## config.mk

```make
export PLATFORM = sky130hd
export DESIGN_NAME = rcms_reset_control
export DESIGN_NICKNAME = d
export VERILOG_FILES = /design/src/rcms_pkg.sv /design/src/rcms_reset_control.sv /design/src/rcms_stretch.sv
export SDC_FILE = /design/constraint.sdc
export NUM_CORES = 1
export LEC_CHECK = 0
export BUFFER_PORTS_ARGS = -buffer_cell sky130_fd_sc_hd__buf_2
export CAP_MARGIN = 20
export CORE_MARGIN = 4
export CORE_UTILIZATION = 48
export CTS_CLUSTER_DIAMETER = 120
export DETAILED_ROUTE_END_ITERATION = 10
export PLACE_DENSITY = 0.76
export SKIP_CTS_REPAIR_TIMING = 1
export SLEW_MARGIN = 10
export SYNTH_ARGS = -nofsm -noshare
export SYNTH_HDL_FRONTEND = slang
export SYNTH_SLANG_ARGS = --single-unit
```

## constraint.sdc

```tcl
create_clock -name mclk -period 3 [get_ports mclk]
set_input_delay 0.15 -clock mclk [delete_from_list [all_inputs] [get_ports mclk]]
set_output_delay 0.15 -clock mclk [all_outputs]
set_load 0.005 [all_outputs]
```

## src/rcms_pkg.sv

```systemverilog
// Constants for the reset control and mode select block
package rcms_pkg;
    localparam int unsigned CLK_HZ = 25000000;
    // First bus cycle follows reset release by this many output-clock cycles
    localparam int unsigned FIRST_CYCLE_DELAY = 10;
    // Pin reset stretch after the outside driver lets go, output-clock cycles
    localparam int unsigned STRETCH_CYCLES = 512;
    // Data bus mode-select positions
    localparam int unsigned SEL_BOOT_WIDTH = 0;
    localparam int unsigned SEL_ARBITRATION = 1;
    localparam int unsigned SEL_FUNC_CODE = 2;
    localparam int unsigned SEL_ADDR_LO = 3;
    localparam int unsigned SEL_ADDR_HI = 7;
    localparam int unsigned SEL_PORT_E = 8;
    localparam int unsigned SEL_PORT_F = 9;
    localparam int unsigned SEL_TEST = 11;
    localparam logic [23:0] BOOT_VECTOR_ADDR = 24'h000000;
    // Reset source bits
    localparam int unsigned SRC_POWER = 0;
    localparam int unsigned SRC_WATCHDOG = 1;
    localparam int unsigned SRC_HALT = 2;
    localparam int unsigned SRC_EXTERNAL = 3;
    localparam int unsigned SRC_CLOCK_LOSS = 4;
    localparam int unsigned SRC_TEST = 5;
    localparam int unsigned SRC_INSTR = 6;
    localparam int unsigned SRC_COUNT = 7;
endpackage

```

## src/rcms_reset_control.sv

```systemverilog
// Reset source classification, reset line drive and reset-time mode latch
// How it works
// - Any reset aborts processing; master reset wins over all other activity.
// - Synchronous resets wait for the current bus cycle to close.
// - Four lines driven: pin, clock unit, master, instruction reset.
// - All resets gated by output clock; asynchronous ones assert immediately.
// - Synchronous reset forces the bus monitor on to end a stuck cycle.
// - Power, watchdog, halt async; external, clock loss sync; test omits clock reset.
// - Reset instruction is asynchronous and drives only the pin and instruction reset lines.
// - Byte and aligned word writes under way finish before synchronous reset.
// - Data lines high select defaults, low select alternates.
// - First bus cycle starts ten output clocks after reset release.
// - Data 0 low gives eight-bit boot port, high gives sixteen-bit.
// - Boot select active at release; vectors fetched from address zero.
// - Data 1 low gives arbitration pins; data 2 low gives function codes.
// - Data 3 to 7 low turn chip-selects down to 6 into address lines.
// - Data 8 low gives strobe, acknowledge and size pins to port E.
// - Data 9 low gives interrupt and clock-mode pins to port F.
// - Data 11 low enables factory test mode.
// - Clock-mode pin high selects synthesizer; low selects external clock.
// - Either breakpoint low at release sets the background debug flag.
// - Both breakpoints high at release select breakpoint exceptions.
// - External reset input synchronised and taken only with clock running.
// - Pin reset held 512 output clocks after the outside lets go.
`timescale 1ns/100ps
module rcms_reset_control #(
    parameter int unsigned STRETCH = rcms_pkg::STRETCH_CYCLES,
    parameter int unsigned FIRST_DELAY = rcms_pkg::FIRST_CYCLE_DELAY
) (
    input wire logic mclk,
    input wire logic rst_n,
    input wire logic output_clock,
    input wire logic ext_reset_n,
    input wire logic power_up_req,
    input wire logic watchdog_req,
    input wire logic halt_req,
    input wire logic clock_loss_req,
    input wire logic test_req,
    input wire logic instr_req,
    input wire logic bus_cycle_end,
    input wire logic [15:0] data_in,
    input wire logic clock_source_pin,
    input wire logic breakpoint_in_int,
    input wire logic breakpoint_in,
    output logic pin_reset_drive,
    output logic clock_unit_reset,
    output logic master_reset_line,
    output logic instruction_reset_line,
    output logic bus_monitor_force,
    output logic bus_start,
    output logic boot_select,
    output logic [23:0] boot_vector_addr,
    output logic boot_port_8bit,
    output logic arbitration_pins,
    output logic function_code_pins,
    output logic [4:0] addr_pins,
    output logic general_port_e,
    output logic general_port_f,
    output logic test_mode,
    output logic synth_clock,
    output logic background_debug
);
    typedef enum logic [3:0] {
        RCMS_RUN = 4'h1,
        RCMS_WAIT = 4'h2,
        RCMS_RESET = 4'h4,
        RCMS_START = 4'h8
    } rcms_state_t;

    rcms_state_t state;
    rcms_state_t next_state;
    logic ext_meta, ext_sync, clk_prev, tick, cycle_tick;
    logic [6:0] pend, next_pend;
    logic mst, clk_r, ext_r, sys_r;
    logic next_mst, next_clk_r, next_ext_r, next_sys_r;
    logic [3:0] delay, next_delay;
    logic cfg_take;
    logic next_boot_port_8bit, next_arbitration_pins, next_function_code_pins;
    logic [4:0] next_addr_pins;
    logic next_general_port_e, next_general_port_f, next_test_mode;
    logic next_synth_clock, next_background_debug;
    logic stretch_active;
    logic [6:0] src;
    logic async_any, sync_any;

    // Output-clock edge detect; both edges count
    always_ff @(posedge mclk or negedge rst_n) begin
        if (!rst_n) begin
            ext_meta <= 1'b0;
            ext_sync <= 1'b0;
            clk_prev <= 1'b0;
        end else begin
            ext_meta <= ~ext_reset_n;
            ext_sync <= ext_meta;
            clk_prev <= output_clock;
        end
    end
    assign tick = output_clock ^ clk_prev;
    // Counts run in whole output-clock cycles, so only rising edges
    assign cycle_tick = output_clock & ~clk_prev;

    always_comb begin
        src = '0;
        src[rcms_pkg::SRC_POWER] = power_up_req;
        src[rcms_pkg::SRC_WATCHDOG] = watchdog_req;
        src[rcms_pkg::SRC_HALT] = halt_req;
        src[rcms_pkg::SRC_EXTERNAL] = ext_sync;
        src[rcms_pkg::SRC_CLOCK_LOSS] = clock_loss_req;
        src[rcms_pkg::SRC_TEST] = test_req;
        src[rcms_pkg::SRC_INSTR] = instr_req;
    end

    assign async_any = src[rcms_pkg::SRC_POWER] | src[rcms_pkg::SRC_WATCHDOG]
        | src[rcms_pkg::SRC_HALT];
    assign sync_any = src[rcms_pkg::SRC_EXTERNAL] | src[rcms_pkg::SRC_CLOCK_LOSS]
        | src[rcms_pkg::SRC_TEST];

    // Holds pin reset for the minimum count after all sources except the reset instruction drop
    rcms_stretch #(
        .CYCLES(STRETCH)
    ) u_stretch (
        .mclk(mclk),
        .rst_n(rst_n),
        .tick(cycle_tick),
        .hold(state == RCMS_WAIT || async_any || src[rcms_pkg::SRC_EXTERNAL]
            || src[rcms_pkg::SRC_CLOCK_LOSS] || src[rcms_pkg::SRC_TEST]),
        .active(stretch_active)
    );

    always_comb begin
        next_state = state;
        next_pend = pend;
        next_mst = mst;
        next_clk_r = clk_r;
        next_ext_r = ext_r;
        next_sys_r = sys_r;
        next_delay = delay;
        cfg_take = 1'b0;
        unique case (state)
            RCMS_RUN: begin
                if (tick && async_any) begin
                    // Immediate on any output-clock edge
                    next_mst = 1'b1;
                    next_clk_r = 1'b1;
                    next_ext_r = 1'b1;
                    next_state = RCMS_RESET;
                end else if (tick && sync_any) begin
                    next_pend = src;
                    next_state = RCMS_WAIT;
                end else if (tick && src[rcms_pkg::SRC_INSTR]) begin
                    next_ext_r = 1'b1;
                    next_sys_r = 1'b1;
                    next_state = RCMS_RESET;
                end
            end
            RCMS_WAIT: begin
                next_pend = pend | src;
                if (tick && async_any) begin
                    next_mst = 1'b1;
                    next_clk_r = 1'b1;
                    next_ext_r = 1'b1;
                    next_state = RCMS_RESET;
                end else if (tick && bus_cycle_end) begin
                    // Writes under way finish first
                    next_mst = 1'b1;
                    next_ext_r = 1'b1;
                    next_clk_r = pend[rcms_pkg::SRC_EXTERNAL]
                        | pend[rcms_pkg::SRC_CLOCK_LOSS];
                    next_state = RCMS_RESET;
                end
            end
            RCMS_RESET: begin
                if (tick && async_any && !mst) begin
                    // A catastrophic source overrides an instruction reset
                    next_mst = 1'b1;
                    next_clk_r = 1'b1;
                    next_ext_r = 1'b1;
                    next_sys_r = 1'b0;
                end else if (tick && !stretch_active && sys_r && !instr_req) begin
                    next_ext_r = 1'b0;
                    next_sys_r = 1'b0;
                    next_state = RCMS_RUN;
                end else if (tick && !stretch_active && !sys_r) begin
                    cfg_take = 1'b1;
                    next_mst = 1'b0;
                    next_clk_r = 1'b0;
                    next_ext_r = 1'b0;
                    next_pend = '0;
                    next_delay = 4'(FIRST_DELAY);
                    next_state = RCMS_START;
                end
            end
            RCMS_START: begin
                if (tick && async_any) begin
                    next_mst = 1'b1;
                    next_clk_r = 1'b1;
                    next_ext_r = 1'b1;
                    next_state = RCMS_RESET;
                end else if (cycle_tick && delay != 4'h0) begin
                    next_delay = delay - 4'h1;
                end else if (delay == 4'h0) begin
                    next_state = RCMS_RUN;
                end
            end
            default: next_state = RCMS_RESET;
        endcase
    end

    always_ff @(posedge mclk or negedge rst_n) begin
        if (!rst_n) begin
            state <= RCMS_RESET;
            pend <= '0;
            mst <= 1'b1;
            clk_r <= 1'b1;
            ext_r <= 1'b1;
            sys_r <= 1'b0;
            delay <= 4'h0;
        end else begin
            state <= next_state;
            pend <= next_pend;
            mst <= next_mst;
            clk_r <= next_clk_r;
            ext_r <= next_ext_r;
            sys_r <= next_sys_r;
            delay <= next_delay;
        end
    end

    assign pin_reset_drive = ext_r;
    assign clock_unit_reset = clk_r;
    assign master_reset_line = mst;
    assign instruction_reset_line = sys_r;
    assign bus_monitor_force = (state == RCMS_WAIT);
    assign bus_start = (state == RCMS_START) && (delay == 4'h0);
    assign boot_select = !mst;
    assign boot_vector_addr = rcms_pkg::BOOT_VECTOR_ADDR;

    // A mode line pulled low selects the alternate function
    function automatic logic alt_sel(input logic [15:0] word, input int unsigned pos);
        return !word[pos];
    endfunction

    // Highest low line among data 3 to 7 sets the span down to chip-select 6
    function automatic logic [4:0] addr_span(input logic [15:0] word);
        logic [4:0] span;
        span = 5'h00;
        for (int i = 0; i < 5; i++) begin
            if (alt_sel(word, rcms_pkg::SEL_ADDR_LO + i)) begin
                span = 5'((6'h02 << i) - 6'h01);
            end
        end
        return span;
    endfunction

    // Mode pins caught once at release, held until the next reset
    always_comb begin
        next_boot_port_8bit = boot_port_8bit;
        next_arbitration_pins = arbitration_pins;
        next_function_code_pins = function_code_pins;
        next_addr_pins = addr_pins;
        next_general_port_e = general_port_e;
        next_general_port_f = general_port_f;
        next_test_mode = test_mode;
        next_synth_clock = synth_clock;
        next_background_debug = background_debug;
        if (cfg_take) begin
            next_boot_port_8bit = alt_sel(data_in, rcms_pkg::SEL_BOOT_WIDTH);
            next_arbitration_pins = alt_sel(data_in, rcms_pkg::SEL_ARBITRATION);
            next_function_code_pins = alt_sel(data_in, rcms_pkg::SEL_FUNC_CODE);
            next_addr_pins = addr_span(data_in);
            next_general_port_e = alt_sel(data_in, rcms_pkg::SEL_PORT_E);
            next_general_port_f = alt_sel(data_in, rcms_pkg::SEL_PORT_F);
            next_test_mode = alt_sel(data_in, rcms_pkg::SEL_TEST);
            next_synth_clock = clock_source_pin;
            next_background_debug = !(breakpoint_in_int && breakpoint_in);
        end
    end

    always_ff @(posedge mclk or negedge rst_n) begin
        if (!rst_n) begin
            boot_port_8bit <= 1'b0;
            arbitration_pins <= 1'b0;
            function_code_pins <= 1'b0;
            addr_pins <= 5'h00;
            general_port_e <= 1'b0;
            general_port_f <= 1'b0;
            test_mode <= 1'b0;
            synth_clock <= 1'b1;
            background_debug <= 1'b0;
        end else begin
            boot_port_8bit <= next_boot_port_8bit;
            arbitration_pins <= next_arbitration_pins;
            function_code_pins <= next_function_code_pins;
            addr_pins <= next_addr_pins;
            general_port_e <= next_general_port_e;
            general_port_f <= next_general_port_f;
            test_mode <= next_test_mode;
            synth_clock <= next_synth_clock;
            background_debug <= next_background_debug;
        end
    end
endmodule

```

## src/rcms_stretch.sv

```systemverilog
// Counter that holds a reset line for a minimum number of enabled cycles
`timescale 1ns/100ps
module rcms_stretch #(
    parameter int unsigned CYCLES = rcms_pkg::STRETCH_CYCLES
) (
    input wire logic mclk,
    input wire logic rst_n,
    input wire logic tick,
    input wire logic hold,
    output logic active
);
    localparam int unsigned CW = $clog2(CYCLES + 1);
    logic [CW-1:0] count;
    logic [CW-1:0] next_count;

    always_comb begin
        next_count = count;
        if (hold) begin
            next_count = CW'(CYCLES);
        end else if (tick && count != '0) begin
            next_count = count - CW'(1);
        end
    end

    always_ff @(posedge mclk or negedge rst_n) begin
        if (!rst_n) begin
            count <= CW'(CYCLES);
        end else begin
            count <= next_count;
        end
    end

    assign active = hold || (count != '0);
endmodule

```

==> metrics.md <==
| Metric | Value |
|---|---|
| Height of the die | `around 77 um` |
| # clock sinks | `40` |
| CTS buffer count | `5` |
| DRC Markers | `0` |
| Synth unique cells | `47` |
| Number of synthesis warnings | `0` |
| Pwr per Cell Area | `approximately 540 nW/um^2` |
| Fmax | `approximately 370 MHz` |
| Worst slew margin | `between 40% and 50%` |
| Asr flop ratio synth | `100.0%` |
| Starting Density | `51.17%` |
| Deepest clock path buffer count | `2` |
| Non-Filler Instances | `between 300 and 400` |
| Clk_lat worst skew | `290 ps` |
| CTS tree | `yes` |
| Routing usage on met1 | `20.75%` |
| Worst r2r src | `u_stretch.count[2]` |
| Slew Viols, Final | `0` |
| TritonRoute pass-1 iters | `4` |
| Drt wl/cell | `12.97 um` |
| Worst vdd ir | `a little under 0.3 mV` |
| Ranking of synthesized cells by area | `dfrtp_1 (37%), buf_4 (8.2%), dfstp_2 (6.9%), nand2_1 (3.0%), ha_1 (2.7%)` |
| Placed cells | `about 340` |
| Main synth FF type | `dfrtp_1` |
| Num rows | `24` |
| Violated checks | `hold timing` |
| CTS Root Cell | `clkbuf_8` |
| Layout cells sized above 1 | `24.91%` |
| Area grow syn2layout | `13.77%` |
| Status | `finished with violations` |
| Yosys reg bits | `40` |
| Initial drt markers | `108` |
| Post-Syn Instances | `between 200 and 250` |
| Leak | `1.295 nW` |
| Via count | `1795` |
| EDFF count, synth | `0` |
| Synth top cells by count | `dfrtp_1 (34), buf_4 (25), nand2_1 (18), nor2_1 (15), inv_1 (13)` |
| Unrepaired setup endpoints after global routing | `false` |
| Post-DP HPWL | `3395 um` |
| Cell Area, Synth | `2290 sq um` |
| Gpl congestion | `0.9212` |
| Synth area leader | `dfrtp_1` |
| Hold WS | `-39.29 ps` |
| Vias per inst | `5.203` |
| Worst R2R End | `background_debug` |
| Congestion Overflow GR | `0` |
| Worst-path fanout max | `17` |
| Most numerous cell in the Yosys netlist | `dfrtp_1` |
| M3 GR Usage | `4.801%` |
| Hold Path Class | `primary input to async pin` |
| Area fraction of the dominant cell type after synthesis | `37.16%` |
| Worst-Margin Slew | `843.8 ps` |
| Total Routing Usage GR | `15.50%` |
| Syn Area/Cell | `9.423 sq um` |
| R2R cell count | `5` |
| N_diodes | `0` |
| R2R setup slack | `320 ps` |
| Clock H-tree levels | `2` |
| Fill count | `404` |
| DIE AREA | `slightly below 6000 sq um` |
| Setup violations, final | `0` |
| I/O Buffers | `44` |
| CP Class | `register to register` |
| Startpoint types | `register` |
| WP data arrival | `2870 ps` |
| Register area share after synthesis | `44.04%` |
| First-pass GRT wire length | `7514 um` |
| Clk pin slew, worst setup/hold paths | `80 ps` |
| Setup Skew | `about 5.6 ps` |
| Post-Route WL | `4474 um` |
| Die W | `77.07 um` |
| Critical path required time | `3190 ps` |
| Kind of end point of the critical path | `register` |
| TNS Setup | `0 ps` |
| Final Hold Viols | `34` |
| Fin crit share | `89.35%` |
| Initial antenna violation count | `0` |
| Maxcap violations | `0` |
| # IOs | `74` |
| Vias in the first global route | `1644` |
| Final min period | `2680 ps` |
| Core Box Area | `4474 sq um` |
| Busiest grt layer | `met2` |
| Final #Nets | `327` |
| Largest net degree at the start of global routing | `41` |
| GR Util met2 | `24.56%` |
| Final ANT Viol Nets | `0` |
[layer usage]
metal / vias up / part of all wire [%]
met5: - / 0
met4: 0 / 1.1
met3: 7 / 6.9
met2: 59 / 47
met1: 815 / 45
li1: 914 / -
[report_power, final]
group	switching (mW)	total (mW)	internal, mW
Combinational	0.187	0.335	0.148
Clock	0.187	0.433	0.246
Sequential	0.0393	0.628	0.589
Total	0.413	1.40	0.983
[placed cells by master, fill, tap and decap left out, types with 5 or more instances in the layout]
cell	count
buf_2	44
dfrtp_1	34
conb_1	24
nand2_1	18
nor2_1	15
inv_1	13
a21oi_1	12
o21ai_0	12
or3_1	8
o21ai_1	8
nor3_1	6
nand2b_1	6
dfstp_2	6
buf_4	6
ha_1	5
clkbuf_8	5
[worst max-delay path: stages (launching register included)]
cell and delay [ps]:
dfrtp_1 450, or4_4 540, or3_1 390, or4b_1 730, buf_4 290, a21o_1 180
[flip-flops by register name, indices dropped and copies added, names as in the netlist, 2 cells and up]
register         count
pend                 2
addr_pins            5
delay                4
state                4
u_stretch.count     10
[cell families (layout without fill, tap and decap cells)]
kind of cell	count (synthesis)	in the layout	share of synthesized area, %
fa+ha+maj	5	5	2.732
buf+inv	46	73	12.30
compound gates	60	60	16.50
simple gates	78	78	18.47
xor+xnor	7	7	2.678
other cells	1	24	0.1638
flops	40	40	44.04
mux	6	6	3.115
[area by class of cell]
| type | count | area [sq um] | share of cell area [%] |
|---|---|---|---|
| inverter | 13 | 48.80 | 1.873 |
| clock inverter | 3 | 42.54 | 1.633 |
| sequential | 40 | 1008 | 38.71 |
| multi-input combinational | 180 | 1086 | 41.69 |
| tap | 52 | 65.06 | 2.498 |
| clock buffer | 5 | 68.82 | 2.642 |
| timing repair buffer | 52 | 285.3 | 10.95 |
[stage by stage]
step | utilization (%) | hold WS, ps | cell area [sq um] | power, mW | worst slack [ps]
floorplan | - | -145.6 | 2376 | 0.8822 | 588.1
global placement | 55.29 | 276.6 | 2474 | 0.9614 | 322.8
detailed placement | 55.29 | 280.2 | 2474 | 0.9671 | 320.7
CTS | 57.77 | -28.06 | 2585 | 1.405 | 296.2
global route | 58.22 | 25.96 | 2605 | 1.491 | 190.2
finish | 58.22 | -39.29 | 2605 | 1.396 | 319.6
[worst max path at each step]
| stage | startpoint | end | slack (ps) |
|---|---|---|---|
| floorplan | u_stretch.count[2] | addr_pins[1] | 590 |
| global placement | u_stretch.count[2] | background_debug | 320 |
| detailed placement | u_stretch.count[2] | background_debug | 320 |
| CTS | u_stretch.count[2] | background_debug | 300 |
| global route | u_stretch.count[2] | delay[2] | 190 |
| finish | u_stretch.count[2] | background_debug | 320 |
No activity file was read; power rests on OpenSTA's default activity.
